### src/tsi_regs.svh
`ifndef TSI_REGS_SVH
`define TSI_REGS_SVH
// Master clock and the musical-instrument link rate
`define TSI_CLK_HZ 25000000
`define TSI_MIDI_BPS 31250
// Baud ticks per asynchronous bit
`define TSI_OVS_N 16
`define TSI_OVS_LAST 4'hf
`define TSI_OVS_MID 4'h7
// Divider reload that gives the musical-instrument rate
`define TSI_MIDI_DIV (`TSI_CLK_HZ / (`TSI_MIDI_BPS * `TSI_OVS_N) - 1)
// Last bit index of a byte
`define TSI_LAST_BIT 3'h7
// Prescaler terminal count for the fxx/16 serial clock
`define TSI_PRE_LAST 3'h7
`endif

### src/tsi_pkg.sv
package tsi_pkg;
  // Shared sequencer states; END is stop bit or byte done
  typedef enum logic [1:0] {
    TSI_IDLE = 2'b00,
    TSI_START = 2'b01,
    TSI_DATA = 2'b10,
    TSI_END = 2'b11
  } tsi_st_t;
  // Synchronous channel clock source, {hi, lo}
  typedef enum logic [1:0] {
    TSI_SRC_T3 = 2'b00,
    TSI_SRC_D16 = 2'b01,
    TSI_SRC_D2 = 2'b10,
    TSI_SRC_D2B = 2'b11
  } tsi_src_t;
  typedef struct packed {
    tsi_st_t st;
    logic [3:0] ovs;
    logic [2:0] nbit;
    logic [7:0] sh;
    logic txd;
    logic sck;
    logic tx_rdy;
    logic irq;
    tsi_st_t rst;
    logic [3:0] rovs;
    logic [2:0] rbit;
    logic [7:0] rsh;
    logic rvld;
    logic [7:0] rdat;
    logic [7:0] bdiv;
    logic s1, s2, e1, e2, e3;
  } tsi_combo_t;
  typedef struct packed {
    tsi_st_t st;
    logic [2:0] nbit;
    logic [7:0] sh;
    logic sck, dout;
    logic ck_o, ck_oe_n, d_o, d_oe_n;
    logic tx_rdy, irq, rvld;
    logic [7:0] rdat;
    logic [2:0] pre;
    logic t3, i1, i2, a1, a2;
  } tsi_sync_t;
endpackage

### src/tsi_top.sv
// How it works
// - Three serial channels exist, two combined async/clocked and one sync.
// - All three channels run at once with no shared state between them.
// - Each combined channel picks async or three-wire mode on its own.
// - An async frame is one start bit, one data byte and a stop bit.
// - Each async channel has a divider, or counts ext baud pin edges.
// - The divider reaches the musical-instrument rate from the clock.
// - In three-wire mode this end drives the clock to start a byte.
// - Three-wire mode uses one clock line, one data in and one data out.
// - Each combined channel has its own three-wire interrupt pulse.
// - The sync channel drives its clock to move one byte per transfer.
// - Two-wire mode moves 8 bits over the clock and one shared data line.
// - Two-wire mode makes the clock and data pins open-drain.
// - Two select bits choose timer 3, fxx/16 or fxx/2 as sync clock.
// - The sync channel raises one interrupt pulse per finished byte.
`timescale 1ns/1ns
`include "tsi_regs.svh"

// Two-entry buffer on a receive path
module tsi_buf2 #(parameter int W = 8) (
  // Clock and reset
  input wire logic mclk_in,
  input wire logic sys_rst_in,
  // Fill side
  input wire logic [W-1:0] in_data_in,
  input wire logic in_valid_in,
  output logic in_ready_out,
  // Drain side
  output logic [W-1:0] out_data_out,
  output logic out_valid_out,
  input wire logic out_ready_in
);
  typedef struct packed {
    logic [1:0][W-1:0] d;
    logic [1:0] cnt;
    logic vld;
    logic rdy;
  } tsi_buf_st_t;
  tsi_buf_st_t q, next_q;

  // Pop shifts the head down, push lands behind the last word
  always_comb begin
    next_q = q;
    if (q.vld && out_ready_in) begin
      next_q.d[0] = q.d[1];
      next_q.cnt = q.cnt - 2'h1;
    end
    if (in_valid_in && q.rdy) begin
      next_q.d[next_q.cnt[0]] = in_data_in;
      next_q.cnt = next_q.cnt + 2'h1;
    end
    next_q.vld = next_q.cnt != 2'h0;
    next_q.rdy = next_q.cnt != 2'h2;
    if (sys_rst_in) begin
      next_q = '0;
      next_q.rdy = 1'b1;
    end
  end

  always_ff @(posedge mclk_in) begin
    q <= next_q;
  end

  assign in_ready_out = q.rdy;
  assign out_data_out = q.d[0];
  assign out_valid_out = q.vld;
endmodule // tsi_buf2

// One combined channel: async link or three-wire master
module tsi_combo (
  // Clock and reset
  input wire logic mclk_in,
  input wire logic sys_rst_in,
  // Mode and baud control
  input wire logic three_wire_shift_mode_in,
  input wire logic ext_baud_sel_in,
  input wire logic [7:0] baud_div_in,
  input wire logic ext_baud_clock_pin_in,
  // Serial pins
  input wire logic sin_in,
  output logic sout_out,
  output logic sck_out,
  // Transmit byte
  input wire logic [7:0] tx_data_in,
  input wire logic tx_valid_in,
  output logic tx_ready_out,
  // Received byte towards the buffer
  input wire logic buf_ready_in,
  output logic [7:0] rx_data_out,
  output logic rx_valid_out,
  // Interrupt pulse
  output logic irq_out
);
  import tsi_pkg::*;
  tsi_combo_t q, next_q;
  logic tick, accept, bit_end, rbit_end;

  always_comb begin
    next_q = q;
    next_q.irq = 1'b0;
    next_q.rvld = 1'b0;
    // Pins pass two flops before use
    next_q.s1 = sin_in;
    next_q.s2 = q.s1;
    next_q.e1 = ext_baud_clock_pin_in;
    next_q.e2 = q.e1;
    next_q.e3 = q.e2;
    // Baud tick from divider or external pin edge
    tick = 1'b0;
    if (ext_baud_sel_in) begin
      tick = q.e2 & ~q.e3;
    end else if (q.bdiv == 8'h00) begin
      tick = 1'b1;
      next_q.bdiv = baud_div_in;
    end else begin
      next_q.bdiv = q.bdiv - 8'h01;
    end
    accept = tx_valid_in & q.tx_rdy;
    bit_end = tick && q.ovs == `TSI_OVS_LAST;
    rbit_end = tick && q.rovs == `TSI_OVS_LAST;
    if (three_wire_shift_mode_in) begin
      // Master clock, MSB first, sample on the rising edge
      next_q.rst = TSI_IDLE;
      case (q.st)
        TSI_IDLE: if (accept) begin
          next_q.sh = tx_data_in;
          next_q.nbit = 3'h0;
          next_q.st = TSI_DATA;
        end
        TSI_DATA: if (tick) begin
          if (q.sck) begin
            next_q.sck = 1'b0;
            next_q.txd = q.sh[7];
          end else begin
            next_q.sck = 1'b1;
            next_q.sh = {q.sh[6:0], q.s2};
            next_q.nbit = q.nbit + 3'h1;
            if (q.nbit == `TSI_LAST_BIT) next_q.st = TSI_END;
          end
        end
        TSI_END: begin
          next_q.irq = 1'b1;
          next_q.rvld = 1'b1;
          next_q.rdat = q.sh;
          next_q.st = TSI_IDLE;
        end
        default: next_q.st = TSI_IDLE;
      endcase
    end else begin
      // Transmit: start, 8 data bits LSB first, stop
      if (tick && q.st != TSI_IDLE) next_q.ovs = q.ovs + 4'h1;
      case (q.st)
        TSI_IDLE: if (accept) begin
          next_q.sh = tx_data_in;
          next_q.st = TSI_START;
          next_q.txd = 1'b0;
          next_q.ovs = 4'h0;
        end
        TSI_START: if (bit_end) begin
          next_q.st = TSI_DATA;
          next_q.txd = q.sh[0];
          next_q.nbit = 3'h0;
        end
        TSI_DATA: if (bit_end) begin
          if (q.nbit == `TSI_LAST_BIT) begin
            next_q.st = TSI_END;
            next_q.txd = 1'b1;
          end else begin
            next_q.nbit = q.nbit + 3'h1;
            next_q.sh = q.sh >> 1;
            next_q.txd = q.sh[1];
          end
        end
        TSI_END: if (bit_end) next_q.st = TSI_IDLE;
        default: next_q.st = TSI_IDLE;
      endcase
      // Receive: check start at mid bit, then sample each mid bit
      if (tick && q.rst != TSI_IDLE) next_q.rovs = q.rovs + 4'h1;
      case (q.rst)
        TSI_IDLE: if (!q.s2) begin
          next_q.rst = TSI_START;
          next_q.rovs = 4'h0;
        end
        TSI_START: if (tick && q.rovs == `TSI_OVS_MID) begin
          next_q.rovs = 4'h0;
          next_q.rbit = 3'h0;
          next_q.rst = q.s2 ? TSI_IDLE : TSI_DATA;
        end
        TSI_DATA: if (rbit_end) begin
          next_q.rsh = {q.s2, q.rsh[7:1]};
          next_q.rbit = q.rbit + 3'h1;
          if (q.rbit == `TSI_LAST_BIT) next_q.rst = TSI_END;
        end
        TSI_END: if (rbit_end) begin
          // Framing error drops the byte; a full buffer drops it too
          next_q.rst = TSI_IDLE;
          next_q.rvld = q.s2;
          next_q.rdat = q.rsh;
        end
        default: next_q.rst = TSI_IDLE;
      endcase
    end
    // Clocked transfers wait for buffer room so no byte is lost
    next_q.tx_rdy = next_q.st == TSI_IDLE && (!three_wire_shift_mode_in ||
      (buf_ready_in && !q.rvld && !next_q.rvld));
    if (sys_rst_in) begin
      next_q = '0;
      next_q.txd = 1'b1;
      next_q.sck = 1'b1;
      // Synced line starts at its idle level, so no false start bit
      next_q.s1 = 1'b1;
      next_q.s2 = 1'b1;
    end
  end

  always_ff @(posedge mclk_in) begin
    q <= next_q;
  end

  assign sout_out = q.txd;
  assign sck_out = q.sck;
  assign tx_ready_out = q.tx_rdy;
  assign rx_data_out = q.rdat;
  assign rx_valid_out = q.rvld;
  assign irq_out = q.irq;
endmodule // tsi_combo

module tsi_top (
  // Clock and reset
  input wire logic mclk_in,
  input wire logic sys_rst_in,
  // Combined channels control
  input wire logic [1:0] three_wire_shift_mode_in,
  input wire logic [1:0] ext_baud_sel_in,
  input wire logic [1:0][7:0] baud_div_in,
  input wire logic [1:0] ext_baud_clock_pin_in,
  // Combined channels pins
  input wire logic [1:0] combo_sin_in,
  output logic [1:0] combo_sout_out,
  output logic [1:0] combo_sck_out,
  // Combined channels streams
  input wire logic [1:0][7:0] combo_tx_data_in,
  input wire logic [1:0] combo_tx_valid_in,
  output logic [1:0] combo_tx_ready_out,
  output logic [1:0][7:0] combo_rx_data_out,
  output logic [1:0] combo_rx_valid_out,
  input wire logic [1:0] combo_rx_ready_in,
  output logic combo_ch1_irq_out,
  output logic combo_ch2_irq_out,
  // Sync channel control
  input wire logic two_wire_mode_in,
  input wire logic clk_src_sel_lo_in,
  input wire logic clk_src_sel_hi_in,
  input wire logic timer3_out_in,
  // Sync channel pins
  input wire logic sync_channel_serial_in_in,
  input wire logic sync_channel_serial_out_in,
  output logic sync_channel_serial_out_out,
  output logic sync_channel_serial_out_oe_n_out,
  output logic sync_channel_clock_pin_out,
  output logic sync_channel_clock_pin_oe_n_out,
  // Sync channel streams
  input wire logic [7:0] sync_tx_data_in,
  input wire logic sync_tx_valid_in,
  output logic sync_tx_ready_out,
  output logic [7:0] sync_rx_data_out,
  output logic sync_rx_valid_out,
  input wire logic sync_rx_ready_in,
  output logic sync_channel_irq_out
);
  import tsi_pkg::*;
  tsi_sync_t q, next_q;
  tsi_src_t src;
  logic tick, sdi;
  logic [2:0][7:0] ch_d, out_d;
  logic [2:0] ch_v, buf_rdy, out_v, out_r;
  logic [1:0] irq;

  // Independent channels, each with its own receive buffer
  genvar g;
  generate
    for (g = 0; g < 3; g++) begin : g_ch
      if (g < 2) begin : g_combo
        tsi_combo u_combo (
          .mclk_in(mclk_in),
          .sys_rst_in(sys_rst_in),
          .three_wire_shift_mode_in(three_wire_shift_mode_in[g]),
          .ext_baud_sel_in(ext_baud_sel_in[g]),
          .baud_div_in(baud_div_in[g]),
          .ext_baud_clock_pin_in(ext_baud_clock_pin_in[g]),
          .sin_in(combo_sin_in[g]),
          .sout_out(combo_sout_out[g]),
          .sck_out(combo_sck_out[g]),
          .tx_data_in(combo_tx_data_in[g]),
          .tx_valid_in(combo_tx_valid_in[g]),
          .tx_ready_out(combo_tx_ready_out[g]),
          .buf_ready_in(buf_rdy[g]),
          .rx_data_out(ch_d[g]),
          .rx_valid_out(ch_v[g]),
          .irq_out(irq[g])
        );
      end
      tsi_buf2 #(.W(8)) u_buf (
        .mclk_in(mclk_in),
        .sys_rst_in(sys_rst_in),
        .in_data_in(ch_d[g]),
        .in_valid_in(ch_v[g]),
        .in_ready_out(buf_rdy[g]),
        .out_data_out(out_d[g]),
        .out_valid_out(out_v[g]),
        .out_ready_in(out_r[g])
      );
    end
  endgenerate

  assign out_r = {sync_rx_ready_in, combo_rx_ready_in};
  assign combo_rx_data_out = out_d[1:0];
  assign combo_rx_valid_out = out_v[1:0];
  assign sync_rx_data_out = out_d[2];
  assign sync_rx_valid_out = out_v[2];
  assign combo_ch1_irq_out = irq[0];
  assign combo_ch2_irq_out = irq[1];
  assign ch_d[2] = q.rdat;
  assign ch_v[2] = q.rvld;

  // Sync channel: master clock, MSB first
  always_comb begin
    next_q = q;
    next_q.irq = 1'b0;
    next_q.rvld = 1'b0;
    next_q.i1 = sync_channel_serial_in_in;
    next_q.i2 = q.i1;
    next_q.a1 = sync_channel_serial_out_in;
    next_q.a2 = q.a1;
    next_q.t3 = timer3_out_in;
    next_q.pre = q.pre + 3'h1;
    src = tsi_src_t'({clk_src_sel_hi_in, clk_src_sel_lo_in});
    case (src)
      TSI_SRC_T3: tick = timer3_out_in & ~q.t3;
      TSI_SRC_D16: tick = q.pre == `TSI_PRE_LAST;
      default: tick = 1'b1;
    endcase
    // Two-wire receives from the shared data line
    sdi = two_wire_mode_in ? q.a2 : q.i2;
    case (q.st)
      TSI_IDLE: if (sync_tx_valid_in && q.tx_rdy) begin
        next_q.sh = sync_tx_data_in;
        next_q.nbit = 3'h0;
        next_q.st = TSI_DATA;
      end
      TSI_DATA: if (tick) begin
        if (q.sck) begin
          next_q.sck = 1'b0;
          next_q.dout = q.sh[7];
        end else begin
          next_q.sck = 1'b1;
          next_q.sh = {q.sh[6:0], sdi};
          next_q.nbit = q.nbit + 3'h1;
          if (q.nbit == `TSI_LAST_BIT) next_q.st = TSI_END;
        end
      end
      TSI_END: begin
        next_q.irq = 1'b1;
        next_q.rvld = 1'b1;
        next_q.rdat = q.sh;
        next_q.dout = 1'b1;
        next_q.st = TSI_IDLE;
      end
      default: next_q.st = TSI_IDLE;
    endcase
    next_q.tx_rdy = next_q.st == TSI_IDLE && buf_rdy[2] && !q.rvld &&
      !next_q.rvld;
    // Open-drain pulls low only; a high level is released
    next_q.ck_o = two_wire_mode_in ? 1'b0 : next_q.sck;
    next_q.ck_oe_n = two_wire_mode_in ? next_q.sck : 1'b0;
    next_q.d_o = two_wire_mode_in ? 1'b0 : next_q.dout;
    next_q.d_oe_n = two_wire_mode_in ? next_q.dout : 1'b0;
    if (sys_rst_in) begin
      next_q = '0;
      next_q.sck = 1'b1;
      next_q.dout = 1'b1;
      next_q.ck_o = 1'b1;
      next_q.d_o = 1'b1;
    end
  end

  always_ff @(posedge mclk_in) begin
    q <= next_q;
  end

  assign sync_channel_clock_pin_out = q.ck_o;
  assign sync_channel_clock_pin_oe_n_out = q.ck_oe_n;
  assign sync_channel_serial_out_out = q.d_o;
  assign sync_channel_serial_out_oe_n_out = q.d_oe_n;
  assign sync_tx_ready_out = q.tx_rdy;
  assign sync_channel_irq_out = q.irq;
endmodule // tsi_top

### config.mk
export PLATFORM = sky130hd
export DESIGN_NAME = tsi_top
export DESIGN_NICKNAME = d
export VERILOG_FILES = /design/src/tsi_pkg.sv /design/src/tsi_top.sv
export VERILOG_INCLUDE_DIRS = /design/src /design/src/src
export SDC_FILE = /design/constraint.sdc
export NUM_CORES = 1
export LEC_CHECK = 0
export BUFFER_PORTS_ARGS = -buffer_cell sky130_fd_sc_hd__buf_2
export CAP_MARGIN = 20
export CORE_MARGIN = 1.5
export CORE_UTILIZATION = 45
export DETAILED_ROUTE_END_ITERATION = 10
export GPL_TIMING_DRIVEN = 0
export HOLD_SLACK_MARGIN = 0.02
export SYNTH_ARGS = -nofsm -noshare
export SYNTH_HDL_FRONTEND = slang
export SYNTH_SLANG_ARGS = --single-unit
### constraint.sdc
create_clock -name mclk_in -period 3.26 [get_ports mclk_in]
set_clock_uncertainty 0.15 [all_clocks]
set_input_delay 0.489 -clock mclk_in [delete_from_list [all_inputs] [get_ports mclk_in]]
set_output_delay 0.489 -clock mclk_in [all_outputs]
set_load 0.005 [all_outputs]
==> results of run 1 <==
-- Yosys cell counts, types with 7 or more instances --
master     count  area (um2)
buf_1          9        33.8
nand2_1      120         450
clkbuf_1      63         236
inv_1         48         180
ha_1          41         513
nand3_1       43         215
nand3b_1       7        52.6
o21a_1        11        82.6
or4_1          8        60.1
xnor2_1        8        70.1
a222oi_1      16         160
nor3_1        23         115
a311oi_1      27         236
or2_2         11        68.8
mux2_2         8        90.1
nor4_1        11        68.8
nand2b_1      10        62.6
o2111ai_1      7        61.3
nor2b_1       22         138
o31ai_1        8        60.1
o21ai_0       41         205
buf_4         32         240
a21oi_1       65         325
mux2i_1       54         541
nor2_1       134         503
and3_1        12        75.1
o211ai_1       7        52.6
dfxtp_1      217        4340
-- through the flow --
stage	util [%]	instances	hold slack (ps)
2_1_floorplan	-	1187	239
3_3_place_gp	49.4	1569	242
3_5_place_dp	49.4	1570	248
4_1_cts	53.5	1619	23.8
5_1_grt	53.5	1619	28.3
6_report	53.6	1620	39.7
-- cells in the final DEF, fill, tap and decap left out, types with 9 or more instances in the layout --
cell type | netlist | layout
dfxtp_1 | 217 | 217
nor2_1 | 134 | 134
nand2_1 | 120 | 120
buf_2 | 3 | 101
a21oi_1 | 65 | 65
clkbuf_1 | 63 | 64
mux2i_1 | 54 | 54
inv_1 | 48 | 48
nand3_1 | 43 | 43
o21ai_0 | 41 | 41
ha_1 | 41 | 41
buf_4 | 32 | 32
a311oi_1 | 27 | 27
clkbuf_16 | 0 | 25
nor3_1 | 23 | 23
nor2b_1 | 22 | 22
a222oi_1 | 16 | 16
and3_1 | 12 | 12
or2_2 | 11 | 11
o21a_1 | 11 | 11
nor4_1 | 11 | 11
nand2b_1 | 10 | 10
buf_1 | 9 | 9
-- layer usage --
metal  vias up  global-route usage, %
met5         -                      0
met4         0                   6.14
met3        43                   4.01
met2       295                   36.8
met1      4125                   31.2
li1       4512                      -
-- sequential cells by signal, indices dropped and copies added (netlist names), 2 cells and up, named ones only --
| name | cells |
|---|---|
| g_ch.g_combo.u_combo.tx_ready_out | 2 |
| g_ch.u_buf.out_valid_out | 3 |
| g_ch.u_buf.in_ready_out | 3 |
| g_ch.g_combo.u_combo.rx_valid_out | 2 |
| g_ch.g_combo.u_combo.sck_out | 2 |
| g_ch.u_buf.q | 30 |
| g_ch.u_buf.out_data_out | 24 |
| g_ch.g_combo.u_combo.sout_out | 2 |
| g_ch.g_combo.u_combo.irq_out | 2 |
| g_ch.g_combo.u_combo.rx_data_out | 16 |
| q | 23 |
| g_ch.g_combo.u_combo.q | 92 |
| ch_d | 8 |
-- area by class of cell --
type,instances,area (um2)
Buffer,108,537
Inverter,48,180
Sequential cell,217,4340
Clock buffer,33,726
Antenna cell,1,2.50
Multi-Input combinational cell,814,5250
Tap cell,285,357
Clock inverter,13,171
Fill cell,2155,10500
Timing Repair Buffer,101,520
-- cell families after synthesis --
family	count (synthesis)	synth area share, %
XOR/XNOR	9	0.765
AO/OA/AOI/OAI	268	19.0
buffers and inverters	156	6.95
adder cells (fa/ha/maj)	41	4.98
multiplexers	62	6.12
flip-flops	217	42.1
AND/OR/NAND/NOR	434	20.1
-- path summary, 6_finish.rpt --
path / to / slack [ps] / cells past startpoint
worst max-delay path: g_ch[1].g_combo.u_combo.q[51] / 250 / 8
worst min-delay path: g_ch[0].g_combo.u_combo.q[2] / 40 / 2
worst max register to register: g_ch[1].g_combo.u_combo.q[51] / 250 / 8
worst min register to register: g_ch[1].g_combo.u_combo.q[3] / 270 / 1
-- repair_timing --
action                                 in CTS  in global routing
gates resized for setup                     0                  0
hold buffers                                3                  0
endpoints found under the hold margin       3                  0
-- power by group through the flow --
stage | registers [W] | clock network [W] | logic [W]
after detailed placement | 0.00313 | 0 | 0.00160
final | 0.00308 | 0.00300 | 0.00162
after floorplan | 0.00306 | 0 | 0.00120
after global routing | 0.00310 | 0.00319 | 0.00180
after global placement | 0.00312 | 0 | 0.00158
after CTS | 0.00307 | 0.00307 | 0.00161
==> flow_summary.yaml, run 1 <==
worst_setup_path:
  crit_type: "reg2reg"
  critPathTopFamily: "compound AO/OA/AOI/OAI gates"
  crit_path_start: "g_ch[1].g_combo.u_combo.q[59]"
  worstPathArrival_ps: 3270
  r2r_start: "g_ch[1].g_combo.u_combo.q[59]"
  cp_max_fo: 10
  cpMaxStageDelayCell: "nor2_1"
  path_cells: "inv_1, ha_1, clkbuf_1, a21boi_0, nor2_1, a32oi_1, a21oi_1, mux2_2"
  path_buf_inv: 2
  endpoint_kind: "register"
  max_stage_delay_ps: 590
  startpoint_type: "register"
  worstPathRequired_ps: 3520
power_and_ir_drop:
  power_density_nw_per_um2: 636
  p_leak_nw: 4.99
  power.total_w: 0.00769
  clkPwrFrac_pct: 39.0
  irDropWorstVdd_mv: 0.458
  seq_power_share_pct: 40.0
  switchingPower_w: 0.00231
  p_comb_share_pct: 21.0
  sw_frac_of_total_pct: 30.0
  p_int_w: 0.00538
status:
  status: "completed"
routing:
  wl_met1_um: 12800
  vias_per_cell: 5.54
  drtIter0Drc: 624
  avgRoutedWirePerCell_um: 16.7
  met2WireLength_um: 12000
  drt_pass1_iterations: 6
  routed-via-count: 8975
  route.final.wire_length_um: 27100
  drc: 0
  met3WireLength_um: 1750
  routed.top_layer: "met4"
  antenna_left: 0
grt:
  grt_max_degree: 14
  grt_pass1_vias: 8395
  grt_pass1_wl_um: 43900
  grt-ovfl-total: 0
  grtUsageTotal_pct: 22.7
  antenna_found_initial: 1
floorplan:
  core_area_um2: 22600
  chipWidth_um: 154
  dieArea_um2: 23800
  ioPinCount: 103
  die_h_um: 154
  initial_core_util_pct: 45.7
  row_count: 55
placement:
  hpwl_um: 19200
  preCtsSetupSlack_ps: -68.4
  place_area_um2: 11200
  port_buffers: 97
  routabilityCongestion: 0.930
logic_synthesis:
  synthFlopType: "dfxtp_1"
  yosys.cell_types.count: 76
  synth_area_um2: 10300
  synth-edff-count: 0
  seq_area_frac_synth_pct: 42.1
  syn-num-nets: 1290
  ys_async_sr_fraction_pct: 0
  synth_cells: 1187
  ys_ff_latch: 217
  avgSynthCellArea_um2: 8.69
  yosysWarningCount: 0
hold_path:
  min-delay-path-class: "in2reg"
  hold_start: "ext_baud_clock_pin_in[0]"
finish:
  design_area_um2: 12100
  finalNetCount: 1418
  area_delta_synth_final_pct: 17.2
  drive_gt1_share_pct: 15.7
sta:
  min_period_ps: 3010
  setup_ws_ps: 249
  slew_viol_final: 0
  period_share_pct: 92.4
  fmax_ghz: 0.332
  maxSlewHeadroom_pct: 32.1
  grt_setup_unrepaired: "no"
  setup_tns_ps: 0
  setup_viol: 0
  tightest_slew_ps: 1020
  finalHoldViolations: 0
clock_network:
  clock_path_buffers: 3
  htreeDepth: 1
  post_cts_buffers: 0
  insertion_delay_ps: 520
  clock_sinks: 217
  cts_buffers: 25
  clk_pin_slew_worst_paths_ps: 60
  clockRootBuffer: "clkbuf_16"
  cts_tree: "done"
flow_run:
  maxCapViolCount: 0
Note: power is estimated with default switching activity, not from simulation.
==> run 2, diff against run 1 <==
CTS_CLUSTER_DIAMETER = 150   (was unset)
clock period = 3.81 ns   (was 3.26 ns; I/O delays follow)
==> run 2 against run 1 <==
  * Wire length grew 0.33%
  * Sequential share of layout area grew 0.089 points
  * Count of clock-buffer cells in the layout is the same
  * Largest power group unchanged
==> flow_summary.yaml, run 2 (synthesized netlist as in run 1, its figures left out) <==
flow_run:
  maxCapViolCount: 0
sta:
  finalHoldViolations: 0
  slew_viol_final: 0
  fmax_ghz: 0.335
  min_period_ps: 2990
  period_share_pct: 78.4
  setup_viol: 0
  setup_tns_ps: 0
  tightest_slew_ps: 1020
  maxSlewHeadroom_pct: 32.2
  grt_setup_unrepaired: "no"
grt:
  antenna_found_initial: 1
  grt_pass1_wl_um: 43800
  grt-ovfl-total: 0
  busiest_layer: "met2"
  use_met1_pct: 31.1
  met3_usage_pct: 4.01
  grt_max_degree: 14
  grt_use_met2_pct: 36.7
  grt_pass1_vias: 8375
  grtUsageTotal_pct: 22.6
worst_setup_path:
  path_buf_inv: 3
  crit_path_start: "g_ch[1].g_combo.u_combo.q[5]"
  worstPathArrival_ps: 3220
  crit_end: "g_ch[1].g_combo.u_combo.q[56]"
  reg2reg_depth: 9
  cpMaxStageDelayCell: "o21ai_1"
  cp_common_cell: "clkbuf_1"
  path_depth: 9
  cp_max_fo: 10
  r2r_start: "g_ch[1].g_combo.u_combo.q[5]"
  endpoint_kind: "register"
  max_stage_delay_ps: 480
  path_cells: "inv_1, ha_1, or4b_1, clkbuf_1, o21ai_1, clkbuf_1, a21oi_1, o311ai_0, o21ai_0"
  worstPathRequired_ps: 4040
  critPathTopFamily: "compound AO/OA/AOI/OAI gates"
  reg2reg_to: "g_ch[1].g_combo.u_combo.q[56]"
  startpoint_type: "register"
  ff2ff_setup_slack_ps: 820
  crit_type: "reg2reg"
finish:
  finalNetCount: 1415
  final_common_cell: "dfxtp_1"
  largest_reg_flops: 92
  postLayoutCoreUtil_pct: 53.4
  area_delta_synth_final_pct: 16.9
  max_flop_register: "g_ch.g_combo.u_combo.q"
  final_cell_mix: "dfxtp_1, nor2_1, nand2_1, buf_2, a21oi_1"
  drive_gt1_share_pct: 15.7
floorplan:
  core_area_um2: 22600
  dieArea_um2: 23800
  row_count: 55
  initial_core_util_pct: 45.7
  ioPinCount: 103
  die_h_um: 154
  chipWidth_um: 154
hold_path:
  min-delay-path-class: "in2reg"
placement:
  routabilityCongestion: 0.930
  hpwl_um: 19200
  port_buffers: 97
routing:
  drtIter0Drc: 639
  drc: 0
  antenna_left: 0
  routed-via-count: 8973
  avgRoutedWirePerCell_um: 16.8
  vias_per_cell: 5.55
  drt_pass1_iterations: 6
  route.final.wire_length_um: 27200
clock_network:
  insertion_delay_ps: 530
  clockRootBuffer: "clkbuf_16"
  htreeDepth: 1
  cts_tree: "done"
  clock_path_buffers: 3
  clock_sinks: 217
  cts-resized-gates: 0
  cts_hold_buffers: 0
  clk_pin_slew_worst_paths_ps: 60
  post_cts_buffers: 0
  cts_buffers: 25
status:
  status: "completed"
power_and_ir_drop:
  irDropWorstVdd_mv: 0.391
  power_density_nw_per_um2: 546
  p_leak_nw: 4.98
-- run 2: cell count changes in the layout (fill, tap and decap cells not counted), sizes merged --
| cell | before | now |
|---|---|---|
| dlygate4sd3 | 3 | 0 |
-- run 2: worst min path at each step --
stage / endpoint / slack, ps / cells after the start / startpoint
2_1_floorplan: g_ch[0].g_combo.u_combo.q[3] / 240 / 1 / g_ch[0].g_combo.u_combo.q[4]
3_3_place_gp: g_ch[0].g_combo.u_combo.q[3] / 240 / 1 / g_ch[0].g_combo.u_combo.q[4]
3_5_place_dp: g_ch[0].g_combo.u_combo.q[3] / 250 / 1 / g_ch[0].g_combo.u_combo.q[4]
4_1_cts: g_ch[0].g_combo.u_combo.q[4] / 70 / 2 / combo_sin_in[0]
5_1_grt: g_ch[0].g_combo.u_combo.q[4] / 90 / 2 / combo_sin_in[0]
6_report: g_ch[0].g_combo.u_combo.q[4] / 90 / 2 / combo_sin_in[0]
-- run 2: layout make-up --
cell class / count / area (um2)
multi-input combinational: 814 / 5250
tap: 285 / 357
timing repair buffer: 98 / 490
antenna: 1 / 2.50
clock inverter: 13 / 171
inverter: 48 / 180
fill: 2155 / 10500
clock buffer: 33 / 726
buffer: 108 / 537
sequential: 217 / 4340
-- run 2: per-stage QoR --
stage | hold WS (ps) | std cells | area (um2) | power [W] | worst slack (ps)
after floorplan | 239 | 1187 | 10300 | 0.00364 | 1130
after global placement | 242 | 1569 | 11200 | 0.00402 | 446
after detailed placement | 248 | 1570 | 11200 | 0.00404 | 399
after CTS | 72.9 | 1616 | 12100 | 0.00663 | 846
after global routing | 85.7 | 1616 | 12100 | 0.00692 | 570
final | 90.1 | 1617 | 12100 | 0.00659 | 824
-- run 2: per-layer routing --
metal | wire length (um) | up-vias
met2 | 12100 | 265
met4 | 590 | 0
li1 | - | 4504
met3 | 1560 | 39
met1 | 13000 | 4165
met5 | 0 | -
-- run 2: worst reg2reg max path: cells and delay by family (launching register included) --
kind	cells	cell delay, ps
AND/OR/NAND/NOR	1	430
flip-flops	1	340
adder cells (fa/ha/maj)	1	170
buffers and inverters	3	740
AO/OA/AOI/OAI	4	1030
-- run 2: where the power goes --
group / leakage, nW / total, W / switching (W) / internal [W]
logic: 2.77 / 0.00138 / 0.000834 / 0.000550
registers: 1.76 / 0.00263 / 0.000187 / 0.00245
clock network: 0.448 / 0.00257 / 0.000963 / 0.00161
total: 4.98 / 0.00659 / 0.00198 / 0.00460
==> run 3, diff against run 2 <==
clock period = 3.11 ns   (was 3.81 ns; I/O delays follow)
==> run 3 against run 2 <==
  * Die area stayed put
  * Highest routed layer unchanged
  * Via count is 0.11% lower
  * Clock power is 22% higher
  * Register-to-register slack worse by 620 ps
  * Sequential share of layout area is 0.38 points lower
  * Sequential cell count stayed put
  * Wire length hardly changed
  * Sequential power is 23% higher
  * Global-route usage is 0.11 points higher
==> flow_summary.yaml, run 3 (synthesized netlist as in run 1, its figures left out) <==
status:
  status: "completed"
finish:
  design_area_um2: 12200
  final_common_cell: "dfxtp_1"
  nFillCells: 2141
  max_flop_register: "g_ch.g_combo.u_combo.q"
  final_cell_mix: "dfxtp_1, nor2_1, nand2_1, buf_2, a21oi_1"
  diodes: 0
  finalNetCount: 1426
  area_delta_synth_final_pct: 18.2
  largest_reg_flops: 92
  drive_gt1_share_pct: 15.7
  instances_no_fill: 1627
sta:
  grt_setup_unrepaired: "no"
  finalHoldViolations: 0
  maxSlewHeadroom_pct: 33.6
  tightest_slew_ps: 996
  min_period_ps: 2900
  setup_viol: 0
  setup_ws_ps: 208
  fmax_ghz: 0.345
  slew_viol_final: 0
  period_share_pct: 93.3
  setup_tns_ps: 0
power_and_ir_drop:
  p_leak_nw: 5.04
  power_density_nw_per_um2: 664
  clkPwrFrac_pct: 38.9
  switchingPower_w: 0.00244
  power.total_w: 0.00809
  irDropWorstVdd_mv: 0.479
  p_comb_share_pct: 21.3
  seq_power_share_pct: 39.9
  p_int_w: 0.00565
  sw_frac_of_total_pct: 30.1
worst_setup_path:
  path_cells: "inv_1, ha_1, or4b_1, clkbuf_1, o21a_1, clkbuf_1, a21oi_1, mux2_2"
  r2r_start: "g_ch[0].g_combo.u_combo.q[5]"
  worstPathArrival_ps: 3170
  worstPathRequired_ps: 3380
  cp_max_fo: 10
  crit_type: "reg2reg"
  path_buf_inv: 3
  reg2reg_to: "g_ch[0].g_combo.u_combo.q[51]"
  ff2ff_setup_slack_ps: 210
  max_stage_delay_ps: 430
  reg2reg_depth: 8
  cp_common_cell: "clkbuf_1"
  cpMaxStageDelayCell: "or4b_1"
  critPathTopFamily: "compound AO/OA/AOI/OAI gates"
  endpoint_kind: "register"
  startpoint_type: "register"
placement:
  preCtsSetupSlack_ps: -196
  place_area_um2: 11200
  routabilityCongestion: 0.930
  hpwl_um: 19200
  port_buffers: 97
  dp.cells: 1570
floorplan:
  initial_core_util_pct: 45.7
  core_area_um2: 22600
  ioPinCount: 103
  chipWidth_um: 154
  die_h_um: 154
  row_count: 55
  dieArea_um2: 23800
routing:
  drc: 0
  antenna_left: 0
  vias_per_cell: 5.51
  route.final.wire_length_um: 27200
  drt_pass1_iterations: 6
  drtIter0Drc: 599
  avgRoutedWirePerCell_um: 16.7
  routed-via-count: 8963
grt:
  grt_pass1_vias: 8441
  antenna_found_initial: 0
  grtUsageTotal_pct: 22.8
  grt-ovfl-total: 0
  grt_max_degree: 14
  grt_pass1_wl_um: 44100
clock_network:
  cts_tree: "done"
  clockRootBuffer: "clkbuf_16"
  post_cts_buffers: 0
  clk_pin_slew_worst_paths_ps: 60
  cts_buffers: 25
  insertion_delay_ps: 530
  clock_sinks: 217
  htreeDepth: 1
  clock_path_buffers: 3
hold_path:
  min-delay-path-class: "in2reg"
  min_path_cells: 3
  hold_start: "sync_tx_data_in[3]"
  hold_path_end: "q[28]"
flow_run:
  maxCapViolCount: 0
[run 3: final cells by class]
| type | instances | area (um2) | share of cell area, % |
|---|---|---|---|
| Timing Repair Buffer | 109 | 601 | 4.93 |
| Clock inverter | 13 | 171 | 1.41 |
| Clock buffer | 33 | 726 | 5.96 |
| Sequential cell | 217 | 4340 | 35.7 |
| Multi-Input combinational cell | 814 | 5270 | 43.2 |
| Buffer | 108 | 537 | 4.40 |
| Inverter | 48 | 180 | 1.48 |
| Tap cell | 285 | 357 | 2.93 |
[run 3: worst max path at each step]
stage / start / to / depth (start not counted)
after global placement: sys_rst_in / g_ch[1].u_buf.out_data_out[6] / 5
final: g_ch[0].g_combo.u_combo.q[5] / g_ch[0].g_combo.u_combo.q[51] / 8
after floorplan: ext_baud_sel_in[1] / g_ch[1].g_combo.u_combo.rx_data_out[0] / 7
after detailed placement: sys_rst_in / g_ch[1].u_buf.out_data_out[7] / 5
after global routing: g_ch[0].g_combo.u_combo.q[5] / g_ch[0].g_combo.u_combo.q[49] / 9
after CTS: g_ch[1].g_combo.u_combo.q[59] / g_ch[1].g_combo.u_combo.q[51] / 8
[run 3: what timing repair did]
item	CTS	global route
setup endpoints to repair	0	17
hold buffers	11	0
hold endpoints to repair	11	0
resized for setup	0	4
[run 3: tightest hold or removal path, cell delays in order]
cell      delay [ps]
buf_2             80
a222oi_1          70
inv_1             50
[run 3: metrics by stage]
stage / hold WS [ps] / util, %
after floorplan: 239 / -
after global placement: 242 / 49.4
after detailed placement: 248 / 49.4
after CTS: 21.2 / 53.9
after global routing: 27.1 / 54.0
final: 36.2 / 54.0
[run 3: layer usage]
| metal | track usage (%) | vias up | routed length [um] |
|---|---|---|---|
| met2 | 37.1 | 281 | 12100 |
| met5 | 0 | - | 0 |
| met1 | 31.2 | 4120 | 12800 |
| met3 | 3.89 | 42 | 1680 |
| li1 | - | 4520 | - |
| met4 | 6.14 | 0 | 604 |
[run 3: power groups by stage]
| stage | logic, W | clock network (W) | registers (W) |
|---|---|---|---|
| 2_1_floorplan | 0.00125 | 0 | 0.00321 |
| 3_5_place_dp | 0.00168 | 0 | 0.00328 |
| 4_1_cts | 0.00169 | 0.00322 | 0.00322 |
| 6_report | 0.00172 | 0.00314 | 0.00323 |
| 5_1_grt | 0.00191 | 0.00335 | 0.00325 |
| 3_3_place_gp | 0.00166 | 0 | 0.00327 |
